<file path="src/ssic_pkg.sv">
// shared constants, types and functions for the sram input control block
package ssic_pkg;

  localparam int unsigned SSIC_ADDR_W     = 19;
  localparam int unsigned SSIC_LANES      = 4;
  localparam int unsigned SSIC_LANE_W     = 8;
  localparam int unsigned SSIC_BURST_W    = 2;
  localparam int unsigned SSIC_BURST_LSB  = 0;

  localparam logic [1:0]  SSIC_BURST_RST  = 2'h0;
  localparam logic [1:0]  SSIC_BURST_ONE  = 2'h1;
  localparam logic        SSIC_ORDER_RST  = 1'h1;

  // order strap: low selects linear, high or open selects interleaved
  localparam logic        SSIC_ORDER_LIN  = 1'h0;

  // access kind held from one recognised edge to the next
  typedef enum logic [1:0] {
    SSIC_DESEL = 2'h0,
    SSIC_READ  = 2'h1,
    SSIC_WRITE = 2'h3
  } ssic_access_type;

  // low address bits of a burst; both orders stay within the group of four
  function automatic logic [1:0] ssic_burst_low(
    input logic [1:0] start,
    input logic [1:0] count,
    input logic       order
  );
    logic [1:0] sum;
    sum = start + count;
    ssic_burst_low = (order == SSIC_ORDER_LIN) ? sum : (start ^ count);
  endfunction

endpackage

</file>
<file path="src/ssic_burst_if.sv">
// carrier between the control core and the burst counter
`timescale 1ns/1ps
interface ssic_burst_if;
  logic       load;
  logic       step;
  logic       hold;
  logic [1:0] start;
  logic       order;
  logic [1:0] low_next;

  modport ctrl (
    output load,
    output step,
    output hold,
    output start,
    output order,
    input  low_next
  );

  modport ctr (
    input  load,
    input  step,
    input  hold,
    input  start,
    input  order,
    output low_next
  );
endinterface

</file>
<file path="src/ssic_burst.sv">
// two-bit burst counter with linear or interleaved order
`timescale 1ns/1ps
module ssic_burst
  import ssic_pkg::*;
(
  input  wire logic clk,
  input  wire logic rst_b,
  ssic_burst_if.ctr bif
);

  logic [1:0] start;
  logic [1:0] count;
  logic [1:0] next_count;
  logic [1:0] count_plus;

  assign count_plus = count + SSIC_BURST_ONE;
  // value after the coming step, so the core can address it at this edge
  assign bif.low_next = ssic_burst_low(start, count_plus, bif.order);

  always_comb begin
    next_count = count;
    if (bif.hold) begin
      next_count = count;
    end else if (bif.load) begin
      next_count = SSIC_BURST_RST;
    end else if (bif.step) begin
      next_count = count_plus;
    end
  end

  always_ff @(posedge clk or negedge rst_b) begin
    if (!rst_b) begin
      start <= SSIC_BURST_RST;
      count <= SSIC_BURST_RST;
    end else begin
      count <= next_count;
      if (!bif.hold && bif.load) begin
        start <= bif.start;
      end
    end
  end

endmodule // ssic_burst

</file>
<file path="src/ssic_top.sv">
// input capture, burst, byte-write and output-drive control of the sram
`timescale 1ns/1ps
module ssic_top
  import ssic_pkg::*;
#(
  parameter int unsigned ADDR_W = SSIC_ADDR_W,
  parameter int unsigned LANES  = SSIC_LANES,
  parameter int unsigned LANE_W = SSIC_LANE_W
) (
  input  wire logic                     CLK,
  input  wire logic                     RST_B,
  input  wire logic [ADDR_W-1:0]        ADDR,
  input  wire logic [LANES-1:0]         BYTE_LANE_WRITE_N,
  input  wire logic                     WRITE_STROBE_N,
  input  wire logic                     ADVANCE_LOAD_SEL,
  input  wire logic                     CLOCK_GATE_N,
  input  wire logic                     CHIP_SELECT_FIRST_N,
  input  wire logic                     CHIP_SELECT_SECOND,
  input  wire logic                     CHIP_SELECT_THIRD_N,
  input  wire logic                     OUTPUT_DRIVE_N,
  input  wire logic                     BURST_ORDER_STRAP,
  input  wire logic [LANES*LANE_W-1:0]  DATA_IN,
  input  wire logic [LANES-1:0]         PARITY_IN,
  input  wire logic [LANES*LANE_W-1:0]  MEM_RDATA,
  input  wire logic [LANES-1:0]         MEM_RPARITY,
  output logic      [ADDR_W-1:0]        MEM_ADDR,
  output logic                          MEM_READ,
  output logic      [ADDR_W-1:0]        MEM_WADDR,
  output logic      [LANES-1:0]         MEM_WRITE_LANE,
  output logic      [LANES*LANE_W-1:0]  MEM_WDATA,
  output logic      [LANES-1:0]         MEM_WPARITY,
  output logic      [LANES*LANE_W-1:0]  DATA_OUT,
  output logic      [LANES-1:0]         PARITY_OUT,
  output logic                          DATA_OE,
  output logic                          PARITY_OE,
  output logic                          SELECTED
);

  ssic_burst_if bif ();

  ssic_burst u_burst (
    .clk   (CLK),
    .rst_b (RST_B),
    .bif   (bif)
  );

  ssic_access_type access;
  ssic_access_type next_access;
  logic                      order;
  logic                      drive_slot;
  logic [ADDR_W-1:0]         wr_addr;
  logic [LANES-1:0]          wr_lanes;
  logic                      wr_pend;

  wire logic                 edge_ok;
  wire logic                 chip_sel;
  wire logic                 load_req;
  wire logic                 adv_req;
  wire logic [ADDR_W-1:0]    adv_addr;
  wire logic [ADDR_W-1:0]    next_addr;
  wire logic [LANES-1:0]     lane_sel;

  assign edge_ok  = !CLOCK_GATE_N;
  assign chip_sel = !CHIP_SELECT_FIRST_N && CHIP_SELECT_SECOND
                    && !CHIP_SELECT_THIRD_N;
  assign load_req = !ADVANCE_LOAD_SEL;
  assign adv_req  = ADVANCE_LOAD_SEL && access != SSIC_DESEL;
  // upper bits kept, only the low pair walks
  assign adv_addr = {MEM_ADDR[ADDR_W-1:SSIC_BURST_W], bif.low_next};
  assign next_addr = load_req ? ADDR : adv_addr;
  assign lane_sel  = ~BYTE_LANE_WRITE_N;

  assign bif.hold  = !edge_ok;
  assign bif.load  = load_req;
  assign bif.step  = adv_req;
  assign bif.start = ADDR[SSIC_BURST_LSB +: SSIC_BURST_W];
  assign bif.order = order;

  // an advance while deselected stays deselected; controller loads anew
  always_comb begin
    next_access = access;
    if (load_req) begin
      if (!chip_sel) begin
        next_access = SSIC_DESEL;
      end else if (!WRITE_STROBE_N) begin
        next_access = SSIC_WRITE;
      end else begin
        next_access = SSIC_READ;
      end
    end else begin
      case (access)
        SSIC_DESEL: next_access = SSIC_DESEL;
        SSIC_READ:  next_access = SSIC_READ;
        SSIC_WRITE: next_access = SSIC_WRITE;
        default:    next_access = SSIC_DESEL;
      endcase
    end
  end

  // strap sampled every clock, never under reset
  always_ff @(posedge CLK or negedge RST_B) begin
    if (!RST_B) begin
      order <= SSIC_ORDER_RST;
    end else begin
      order <= BURST_ORDER_STRAP;
    end
  end

  // next values of the registered outputs, decoded once
  wire logic                 next_read;
  wire logic                 next_selected;
  wire logic                 next_write;
  wire logic [LANES-1:0]     next_write_lane;

  assign next_read       = (next_access == SSIC_READ);
  assign next_selected   = (next_access != SSIC_DESEL);
  assign next_write      = (next_access == SSIC_WRITE);
  assign next_write_lane = wr_pend ? wr_lanes : '0;

  // access kind; gate high holds it, and all other state except the write lanes (cleared) and the strap
  always_ff @(posedge CLK or negedge RST_B) begin
    if (!RST_B) begin
      access <= SSIC_DESEL;
    end else if (edge_ok) begin
      access <= next_access;
    end
  end

  // address walks only in its low pair during a burst
  always_ff @(posedge CLK or negedge RST_B) begin
    if (!RST_B) begin
      MEM_ADDR <= '0;
    end else if (edge_ok) begin
      MEM_ADDR <= next_addr;
    end
  end

  // flags follow the access kind they describe
  always_ff @(posedge CLK or negedge RST_B) begin
    if (!RST_B) begin
      MEM_READ <= 1'b0;
      SELECTED <= 1'b0;
    end else if (edge_ok) begin
      MEM_READ <= next_read;
      SELECTED <= next_selected;
    end
  end

  // write data arrives one recognised edge after its address
  always_ff @(posedge CLK or negedge RST_B) begin
    if (!RST_B) begin
      wr_pend  <= 1'b0;
      wr_addr  <= '0;
      wr_lanes <= '0;
    end else if (edge_ok) begin
      wr_pend  <= next_write;
      wr_addr  <= next_addr;
      wr_lanes <= lane_sel;
    end
  end

  always_ff @(posedge CLK or negedge RST_B) begin
    if (!RST_B) begin
      MEM_WADDR   <= '0;
      MEM_WDATA   <= '0;
      MEM_WPARITY <= '0;
    end else if (edge_ok) begin
      MEM_WADDR   <= wr_addr;
      MEM_WDATA   <= DATA_IN;
      MEM_WPARITY <= PARITY_IN;
    end
  end

  // a stretched cycle must not write twice
  always_ff @(posedge CLK or negedge RST_B) begin
    if (!RST_B) begin
      MEM_WRITE_LANE <= '0;
    end else if (edge_ok) begin
      MEM_WRITE_LANE <= next_write_lane;
    end else begin
      MEM_WRITE_LANE <= '0;
    end
  end

  // drive only in the data slot of a selected read
  always_ff @(posedge CLK or negedge RST_B) begin
    if (!RST_B) begin
      drive_slot <= 1'b0;
    end else if (edge_ok) begin
      drive_slot <= MEM_READ;
    end
  end

  // output data held across a stretched cycle as well
  always_ff @(posedge CLK or negedge RST_B) begin
    if (!RST_B) begin
      DATA_OUT   <= '0;
      PARITY_OUT <= '0;
    end else if (edge_ok) begin
      DATA_OUT   <= MEM_RDATA;
      PARITY_OUT <= MEM_RPARITY;
    end
  end

  // the drive enable pin is asynchronous, so it gates the slot directly
  assign DATA_OE   = drive_slot && !OUTPUT_DRIVE_N;
  assign PARITY_OE = drive_slot && !OUTPUT_DRIVE_N;

endmodule // ssic_top

</file>
<file path="config.mk">
export PLATFORM = sky130hd
export DESIGN_NAME = ssic_top
export DESIGN_NICKNAME = d
export VERILOG_FILES = /design/src/ssic_pkg.sv /design/src/ssic_burst_if.sv /design/src/ssic_burst.sv /design/src/ssic_top.sv
export SDC_FILE = /design/constraint.sdc
export NUM_CORES = 1
export LEC_CHECK = 0
export BUFFER_PORTS_ARGS = -buffer_cell sky130_fd_sc_hd__buf_2
export CAP_MARGIN = 0
export CORE_UTILIZATION = 40
export DETAILED_ROUTE_END_ITERATION = 12
export GPL_TIMING_DRIVEN = 0
export PLACE_DENSITY = 0.66
export SETUP_SLACK_MARGIN = 0.15
export SLEW_MARGIN = 20
export SYNTH_ARGS = -nofsm -noshare
export SYNTH_HDL_FRONTEND = slang
export SYNTH_SLANG_ARGS = --single-unit
</file>
<file path="constraint.sdc">
create_clock -name CLK -period 2.75 [get_ports CLK]
set_input_delay 0.275 -clock CLK [delete_from_list [all_inputs] [get_ports CLK]]
set_output_delay 0.275 -clock CLK [all_outputs]
set_load 0.01 [all_outputs]
</file>
==> results.json, run 1 <==
{
  "diodes": 0,
  "placementRows": 40,
  "powerDensity_nw_per_um2": 773,
  "routedWlPerCell_um": 14.5,
  "grt_pass1_vias": 3463,
  "cp_slowest_stage_delay_ns": 0.43,
  "cts_tree": "built",
  "crit_fanout": 6,
  "hpwl_um": 7550,
  "start_util_pct": 41.0,
  "fin_nets": 654,
  "hold_class": "primary input to register",
  "final_cell_area_um2": 6830,
  "die_w_um": 113,
  "globalplace.congestion": 0.712,
  "ff2ff_setup_slack_ns": 1.25,
  "hold_viol": 0,
  "ys_seq_elements": 129,
  "tns_ns": 0,
  "period_share_pct": 54.6,
  "fillers": 999,
  "synthDistinctLibCells": 28,
  "synth_xor_area_share_pct": 0.637,
  "max_slew_margin_pct": 64.1,
  "clk_pin_slew_ns": 0.06,
  "leakage_uw": 0.00339,
  "synth-compound-area-share_pct": 2.14,
  "seq_area_frac_synth_pct": 65.8,
  "htree_levels": 4,
  "post_cts_resized": 0,
  "grt_max_degree": 72,
  "pin_count": 223,
  "synth_area_um2": 4910,
  "clockBufferDepth": 2,
  "drv_slew": 0,
  "grt_pass1_wl_um": 16400,
  "port_buffers": 220,
  "ir_worst_vdd_mv": 0.507,
  "yosysTopAreaCell": "dfrtp_1",
  "synth_area_leaders": "dfrtp_1 65%, mux2_2 26%, buf_2 1.2%",
  "finClkSkew_ns": 0.00543,
  "postRouteAntennaNets": 0,
  "netlist.area_leader.share_pct": 65.3,
  "finalSetupViolations": 0,
  "slowest_stage": "dfrtp_1",
  "grt_antenna_before_repair": 0,
  "start_kind": "register",
  "syn_nets": 412,
  "avgViaCountPerCell": 4.69,
  "critPathKind": "register to register",
  "dr.pass1.iters": 4,
  "final_layout_size_suffix_gt1_share_pct": 68.4,
  "syn_to_final_growth_pct": 39.3,
  "overflow": 0,
  "rsz0062_at_grt": "no",
  "totalWireLength_um": 10300,
  "core_area_um2": 12000,
  "synth_fa_ha_area_share_pct": 0.255,
  "die-height_um": 113,
  "cp-end-kind": "register",
  "cts_buffers": 17,
  "num_vias": 3318,
  "drv_cap": 0,
  "clk_latency_ns": 0.40,
  "synthMuxAreaShare_pct": 26.7,
  "status": "finished, final reports clean",
  "initialDrtViolationCount": 150,
  "root_buffer": "clkbuf_16",
  "clock_sinks": 129,
  "crit_chain": "inv_1 -> ha_1 -> nor2b_1 -> xnor3_1 -> mux2i_1 -> o21ai_0",
  "tightest_slew_ns": 0.538,
  "avgSynthCellArea_um2": 16.0,
  "fmaxAchievable_mhz": 666,
  "yosysWarnings": 0,
  "dieArea_um2": 12700,
  "synth_top_family_by_area": "multiplexers",
  "cp.arrival_ns": 1.78,
  "synthCells": 306,
  "post-route-min-period_ns": 1.50,
  "required_ns": 3.03,
  "grt_usage_pct": 16.8,
  "drc": 0,
  "dpl_cell_area_um2": 6230,
  "yosys.area_share.simple_pct": 2.14
}
state kept, by name (all words and copies together) (netlist names), 2 cells and up:
name,count
wr_addr,19
access,2
wr_lanes,4
u_burst.count,2
MEM_WDATA,32
PARITY_OUT,4
MEM_WADDR,19
MEM_WPARITY,4
MEM_WRITE_LANE,4
u_burst.start,2
DATA_OUT,32
worst max-delay path: cells and delay by family, from the launching register on:
family / cells / cell delay (ns)
AOI/OAI and AO/OA: 1 / 0.09
xor gates and xnor gates: 1 / 0.33
adders and majority gates: 1 / 0.18
buffers and inverters: 1 / 0.06
DFF: 1 / 0.43
muxes: 1 / 0.14
and+or+nand+nor: 1 / 0.14
path summary, 6_finish.rpt:
kind / startpoint / end / depth (start not counted)
worst max-delay path: u_burst.count[0] / wr_addr[1] / 6
worst min-delay path: BYTE_LANE_WRITE_N[1] / wr_lanes[1] / 2
worst max register to register: u_burst.count[0] / wr_addr[1] / 6
worst min register to register: wr_lanes[0] / wr_lanes[0] / 2
max in group asynchronous: RST_B / DATA_OUT[22] / 3
min in group asynchronous: RST_B / wr_addr[16] / 2
area by class of cell:
| type | count | area, um^2 | share of cell area [%] |
|---|---|---|---|
| inverters | 6 | 22.5 | 0.330 |
| clock buffers | 20 | 447 | 6.54 |
| flip-flops and latches | 129 | 3230 | 47.3 |
| plain buffers | 16 | 90.1 | 1.32 |
| clock inverters | 12 | 141 | 2.07 |
| repair buffers | 223 | 1150 | 16.9 |
| multi-input cells | 155 | 1570 | 22.9 |
| well taps | 147 | 184 | 2.69 |
logic make-up (layout without fill, tap and decap cells):
group | count (synthesis) | after routing
AO/OA/AOI/OAI | 16 | 16
AND/OR/NAND/NOR | 19 | 19
adder cells (fa/ha/maj) | 1 | 1
buffers and inverters | 22 | 277
multiplexers | 117 | 117
flip-flops | 129 | 129
XOR/XNOR | 2 | 2
timing repair:
item                                   4_1_cts  5_1_grt
setup buffers                                0        0
hold buffers                                 2        0
endpoints found under the hold margin       58        0
Yosys cell counts:
cell        n
dfrtp_1   128
mux2_2    112
buf_2      12
o21ai_0     8
inv_1       6
nand2_1     6
mux2i_1     5
and2_1      4
nor2b_1     3
a21oi_1     2
buf_4       2
nor3_1      2
a21boi_1    1
a21o_1      1
a22o_2      1
buf_6       1
clkbuf_1    1
dfstp_2     1
ha_1        1
nand3_1     1
nor2_1      1
nor2_2      1
o21ai_2     1
o31ai_2     1
o32ai_1     1
or4b_4      1
xnor2_1     1
xnor3_1     1
power by group:
group,internal [uW],switching (uW)
Combinational,429,370
Sequential,2130,129
Clock,1440,785
Total,4000,1280
through the flow:
step | hold slack (ns) | power (uW) | setup slack, ns | instances | util, %
after global routing | 0.0311 | 5520 | 1.14 | 708 | 57.1
after CTS | 0.0235 | 5350 | 1.22 | 708 | 57.1
final | 0.0426 | 5280 | 1.25 | 708 | 57.1
after detailed placement | 0.278 | 3110 | 1.06 | 674 | 52.1
after floorplan | -0.0206 | 2700 | 1.35 | 306 | -
after global placement | 0.383 | 3070 | -0.193 | 673 | 51.8
cell usage in the layout (no fill, tap or decap), types with 2 or more instances in the layout:
cell type      synthesis  final
buf_2                 12    231
dfrtp_1              128    128
mux2_2               112    112
clkbuf_16              0     17
o21ai_0                8      8
clkinv_2               0      7
inv_1                  6      6
nand2_1                6      6
mux2i_1                5      5
and2_1                 4      4
nor2b_1                3      3
clkbuf_1               1      3
bufinv_16              0      3
buf_6                  1      2
buf_4                  2      2
nor3_1                 2      2
a21oi_1                2      2
dlygate4sd3_1          0      2
routing by layer:
| layer | up-vias | global-route usage, % | part of all wire [%] |
|---|---|---|---|
| li1 | 1548 | - | - |
| met1 | 1612 | 20.7 | 43 |
| met2 | 144 | 27.1 | 49 |
| met3 | 14 | 5.03 | 7.1 |
| met4 | 0 | 8.00 | 1.7 |
| met5 | - | 0 | 0 |
Note: power is estimated with default switching activity, not from simulation.
==> run 2: changes to the inputs <==
Clock period 2.75 ns to 1.4 ns, I/O delays scaled along.
==> run 2 against run 1 <==
Net effect: final cell count up 14%; register-to-register slack worse by 1.2 ns; clock skew down 0.0015 ns; clock power up 100%; maximum frequency up 9.9%; first-iteration DRC count down 8.0%; setup slack worse by 1.2 ns; hold slack better by 0.010 ns; critical path type unchanged; via count up 13%; flip-flop and latch count unchanged; utilization up 9.0 points; largest power group is now clock.
==> results.json, run 2 (synthesized netlist as in run 1, its figures left out) <==
{
  "drv_slew": 0,
  "cp.buffers_inverters": 1,
  "syn_to_final_growth_pct": 61.1,
  "fin_nets": 753,
  "grt.busiest_layer": "met2",
  "fmaxAchievable_mhz": 732,
  "fillers": 851,
  "grt_pass1_wl_um": 20000,
  "clk_pin_slew_ns": 0.05,
  "use_met2_pct": 35.3,
  "grtUsageMet1_pct": 23.3,
  "max_slew_margin_pct": 65.1,
  "cp_slowest_stage_delay_ns": 0.44,
  "totalWireLength_um": 12500,
  "ff_latch_area_um2": 3230,
  "multi_input_area_um2": 1610,
  "critPathKind": "register to register",
  "clock_sinks": 129,
  "die_w_um": 113,
  "crit_chain": "inv_2 -> ha_4 -> nor2b_4 -> xnor3_1 -> mux2i_1 -> o21ai_1",
  "hpwl_um": 7870,
  "fin_util_pct": 66.1,
  "start_util_pct": 41.0,
  "ir_worst_vdd_mv": 0.963,
  "met3_usage_pct": 7.71,
  "num_vias": 3756,
  "crit_fanout": 3,
  "post-route-min-period_ns": 1.37,
  "drc": 0,
  "hold_class": "primary input to register",
  "globalplace.congestion": 0.726,
  "finClkSkew_ns": 0.00392,
  "root_buffer": "clkbuf_16",
  "core_area_um2": 12000,
  "postRouteAntennaNets": 0,
  "cts_buffers": 17,
  "grt_antenna_before_repair": 0,
  "dpl.cell_count": 674,
  "period_share_pct": 97.5,
  "grt_max_degree": 75,
  "cp_top_family": "flip-flops",
  "final_layout_size_suffix_gt1_share_pct": 59.4,
  "final_common_cell": "buf_2",
  "slowest_stage": "dfrtp_2",
  "clockBufferDepth": 2,
  "cp-end-kind": "register",
  "finalSetupViolations": 0,
  "initialDrtViolationCount": 138,
  "die-height_um": 113,
  "required_ns": 1.69,
  "routedWlPerCell_um": 15.5,
  "avgViaCountPerCell": 4.65,
  "powerDensity_nw_per_um2": 1380,
  "status": "finished, final reports clean",
  "drv_cap": 0,
  "rsz0062_at_grt": "yes",
  "largestRegisters": "DATA_OUT (32), MEM_WDATA (32)",
  "whs_ns": 0.0529,
  "overflow": 0,
  "final_cell_mix": "230 x buf_2, 127 x dfrtp_1, 112 x mux2_2",
  "power_uw": 10900,
  "stdcell_count": 807,
  "dr.pass1.iters": 6,
  "htree_levels": 4,
  "tightest_slew_ns": 0.524,
  "diodes": 0,
  "placementRows": 40,
  "leakage_uw": 0.00383,
  "clk_latency_ns": 0.41,
  "hold_viol": 0,
  "cts_tree": "built",
  "port_buffers": 220,
  "pin_count": 223,
  "dieArea_um2": 12700,
  "grt_pass1_vias": 4008,
  "grt_usage_pct": 20.9,
  "cp.arrival_ns": 1.66,
  "start_kind": "register"
}
run 2: cell count changes in the layout (fill, tap and decap cells not counted), sizes merged:
cell | before | now
buf | 236 | 237
clkbuf | 21 | 24
clkinv | 8 | 4
clkinvlp | 1 | 2
dlygate4sd3 | 2 | 100
run 2: worst paths after layout:
path                                      from                 to  slack [ns]  cells after the start
max                           u_burst.count[0]         wr_addr[1]        0.03                      6
min                        CHIP_SELECT_FIRST_N          access[1]        0.05                      3
max reg2reg                   u_burst.count[0]         wr_addr[1]        0.03                      6
min reg2reg                        wr_lanes[2]  MEM_WRITE_LANE[2]        0.48                      1
max in group asynchronous                RST_B          bif.order        0.37                      3
min in group asynchronous                RST_B      MEM_WDATA[16]        0.26                      2
run 2: worst min-delay path: cells and delay by family:
family / cells / cell delay, ns
and+or+nand+nor: 1 / 0.13
buffers and inverters: 1 / 0.08
AOI/OAI and AO/OA: 1 / 0.07
run 2: area by class of cell:
type                            count  share of cell area (%)
Sequential cell                   129                    40.9
Timing Repair Buffer              322                    27.2
Multi-Input combinational cell    155                    20.4
Clock buffer                       23                    6.17
Tap cell                          147                    2.33
Clock inverter                      9                    1.63
Buffer                             16                    1.19
Inverter                            6                   0.285
run 2: metal layers:
layer  up-vias  part of all wire [%]
met1      1811                    39
met3        21                   8.6
met5         -                     0
li1       1751                     -
met4         0                   2.2
met2       173                    50
run 2: metrics by stage:
stage | setup WS [ns] | cell area [um^2] | setup TNS [ns]
4_1_cts | 0.0337 | 7900 | 0
5_1_grt | -0.0335 | 7910 | -0.0335
2_1_floorplan | 0.161 | 4910 | 0
3_3_place_gp | -1.45 | 6200 | -184.43
6_report | 0.0345 | 7910 | 0
3_5_place_dp | -0.0330 | 6230 | -0.718
run 2: report_power, final:
part           switching, uW  leakage, uW  internal (uW)
Combinational            836      0.00199           1060
Clock                   1550     0.000299           2980
Sequential               273      0.00153           4200
Total                   2660      0.00383           8240
run 2: repair_timing:
action,CTS,global route
hold buffers,100,0
setup buffers,1,0
hold endpoints to repair,153,0
pin swaps,2,1
setup endpoints to repair,2,3
resized for setup,10,2
==> run 3: changes to the inputs <==
Settings changed: ABC_AREA set to 1, PLACE_DENSITY 0.66 to 0.65.
==> run 3 against run 2 <==
Net effect: die area is 3.2% higher; setup slack better by 0.12 ns; clock-buffer cell count grew 2; critical path depth down 2; flip-flop and latch count is the same; register-to-register slack better by 0.26 ns; via count increased by 29%; largest cell class unchanged.
==> results.json, run 3 <==
{
  "core_area_um2": 12200,
  "hold_class": "primary input to register",
  "crit_fanout": 2,
  "drc": 0,
  "grt_usage_pct": 23.5,
  "totalWireLength_um": 14800,
  "overflow": 0,
  "ff_latch_area_um2": 3230,
  "hold_depth": 3,
  "p_clk_share_pct": 39.7,
  "clk_latency_ns": 0.41,
  "final_layout_size_suffix_gt1_share_pct": 33.0,
  "post-route-min-period_ns": 1.25,
  "final_common_cell": "nand2_1",
  "worstSetupEndpoint": "PARITY_OE",
  "stdcell_count": 1064,
  "status": "finished, final reports clean",
  "regToRegStartpoint": "u_burst.count[0]",
  "fin_nets": 987,
  "htree_levels": 4,
  "netlist.area_leader.share_pct": 63.2,
  "initialDrtViolationCount": 209,
  "dieArea_um2": 13100,
  "p_switching_uw": 2620,
  "powerDensity_nw_per_um2": 1250,
  "grt_pass1_wl_um": 23400,
  "max_slew_margin_pct": 72.5,
  "pin_count": 223,
  "globalplace.congestion": 0.738,
  "yosysTopAreaCell": "dfrtp_1",
  "finClkSkew_ns": 0.00484,
  "hpwl_um": 9360,
  "ff2ff_setup_slack_ns": 0.29,
  "syn_to_final_growth_pct": 56.5,
  "port_buffers": 220,
  "leakage_uw": 0.00438,
  "drv_slew": 0,
  "routedWlPerCell_um": 13.9,
  "avgViaCountPerCell": 4.55,
  "power_frac_seq_pct": 43.5,
  "finalSetupViolations": 0,
  "final.setup.worst_slack_ns": 0.152,
  "critPathKind": "register to output port",
  "num_vias": 4836,
  "synth-edff-count": 0,
  "place_ws_ns": 0.288,
  "period_share_pct": 89.1,
  "cp.arrival_ns": 1.11,
  "grt_pass1_vias": 4915,
  "fillers": 1017,
  "synthCells": 544,
  "syn_nets": 650,
  "hold_viol": 0,
  "post-synth-top-count-cell": "nand2_1",
  "root_buffer": "clkbuf_16",
  "reg2regPathDepth": 7,
  "ir_worst_vdd_mv": 0.698,
  "synth_area_um2": 5070,
  "dr.pass1.iters": 4,
  "die_w_um": 115,
  "crit_start": "drive_slot",
  "synth_area_leaders": "dfrtp_1 63%, nand2_1 22%, o21ai_0 3.2%",
  "clock_sinks": 129,
  "yosysWarnings": 0,
  "die-height_um": 115,
  "rsz0062_at_grt": "yes",
  "start_util_pct": 41.7,
  "grt_antenna_before_repair": 0,
  "required_ns": 1.26,
  "tightest_slew_ns": 0.412,
  "seq_area_frac_synth_pct": 63.7,
  "clk_pin_slew_ns": 0.05,
  "clockBufferDepth": 2,
  "tns_ns": 0,
  "synthFlopType": "dfrtp_1",
  "cp-end-kind": "output port",
  "power_frac_comb_pct": 16.8,
  "multi_input_area_um2": 1490,
  "dpl.cell_count": 933,
  "final_cell_mix": "292 x nand2_1, 226 x buf_2, 128 x dfrtp_1",
  "grt_max_degree": 81,
  "cts_tree": "built",
  "r2r_end": "wr_addr[1]",
  "ys_async_sr_fraction_pct": 100,
  "switching_share_pct": 26.4,
  "fmaxAchievable_mhz": 801,
  "avgSynthCellArea_um2": 9.32,
  "ys_seq_elements": 129,
  "largestRegisters": "DATA_OUT (32), MEM_WDATA (32)",
  "cts_buffers": 17,
  "drv_cap": 0,
  "placementRows": 40,
  "intPower_uw": 7320,
  "start_kind": "register",
  "cts_setup_buffers": 0,
  "synth_common_cells": "292 x nand2_1, 128 x dfrtp_1, 32 x o21ai_0",
  "postRouteAntennaNets": 0,
  "synthDistinctLibCells": 19
}
-- run 3: cell count changes in the layout (fill, tap and decap cells not counted), moves of 5 or more --
| cell | change |
|---|---|
| buf_6 | +10 |
| mux2i_1 | -5 |
| nand3_1 | +6 |
| mux2_2 | -112 |
| buf_4 | +5 |
| nor2_1 | +6 |
| o21ai_2 | +10 |
| nand2_1 | +286 |
| o21ai_0 | +26 |
| inv_1 | +21 |
-- run 3: critical path: stages (launching register included) --
cell     delay (ns)
dfrtp_1        0.37
inv_2          0.07
nor2_2         0.04
buf_4          0.12
buf_6          0.11
-- run 3: power groups by stage --
stage	sequential, uW	clock, uW	combinational (uW)
2_1_floorplan	4530	0	538
3_3_place_gp	4360	0	1410
3_5_place_dp	4370	0	1450
4_1_cts	4320	4030	1670
5_1_grt	4370	4180	1850
6_report	4330	3940	1670
-- run 3: worst min path at each step --
stage | from | end | slack (ns)
2_1_floorplan | RST_B | DATA_OUT[0] | -0.16
3_3_place_gp | BURST_ORDER_STRAP | bif.order | 0.25
3_5_place_dp | RST_B | MEM_WDATA[17] | 0.07
4_1_cts | ADVANCE_LOAD_SEL | u_burst.start[0] | 0.003
5_1_grt | ADVANCE_LOAD_SEL | u_burst.start[0] | 0.04
6_report | ADVANCE_LOAD_SEL | u_burst.start[0] | 0.02
-- run 3: metal layers --
layer  track usage, %  wire length, um  up-vias
met5                0                0        -
met4             10.6              335        0
met3             7.68             1120       32
met2             40.6             7350      199
met1             26.3             6000     2262
li1                 -                -     2343
-- run 3: kinds of logic after synthesis --
kind of cell             count (synthesis)  synth area share, %
AND/OR/NAND/NOR                        310                 23.5
flip-flops                             129                 63.7
buffers and inverters                   57                 6.91
AO/OA/AOI/OAI                           47                 5.63
adder cells (fa/ha/maj)                  1                0.247
-- run 3: what timing repair did --
item	in CTS	in global routing
setup endpoints to repair	1	1
resized for setup	3	0
endpoints found under the hold margin	147	0
hold buffers	97	0
-- run 3: area by class of cell --
class                      instances  share of cell area (%)
sequential                       129                    40.7
timing repair buffer             318                    26.7
multi-input combinational        358                    18.8
clock buffer                      25                    6.25
buffer                            29                    3.06
tap                              168                    2.65
inverter                          28                    1.36
clock inverter                     7                   0.442
antenna                            2                  0.0631
-- run 3: through the flow --
step	power [uW]	util [%]	area [um^2]	hold WS, ns
6_report	9940	65.2	7930	0.0233
5_1_grt	10400	65.2	7930	0.0422
4_1_cts	10000	65.2	7930	0.00282
3_5_place_dp	5830	52.8	6420	0.0711
3_3_place_gp	5770	52.4	6380	0.246
2_1_floorplan	5070	-	5070	-0.156
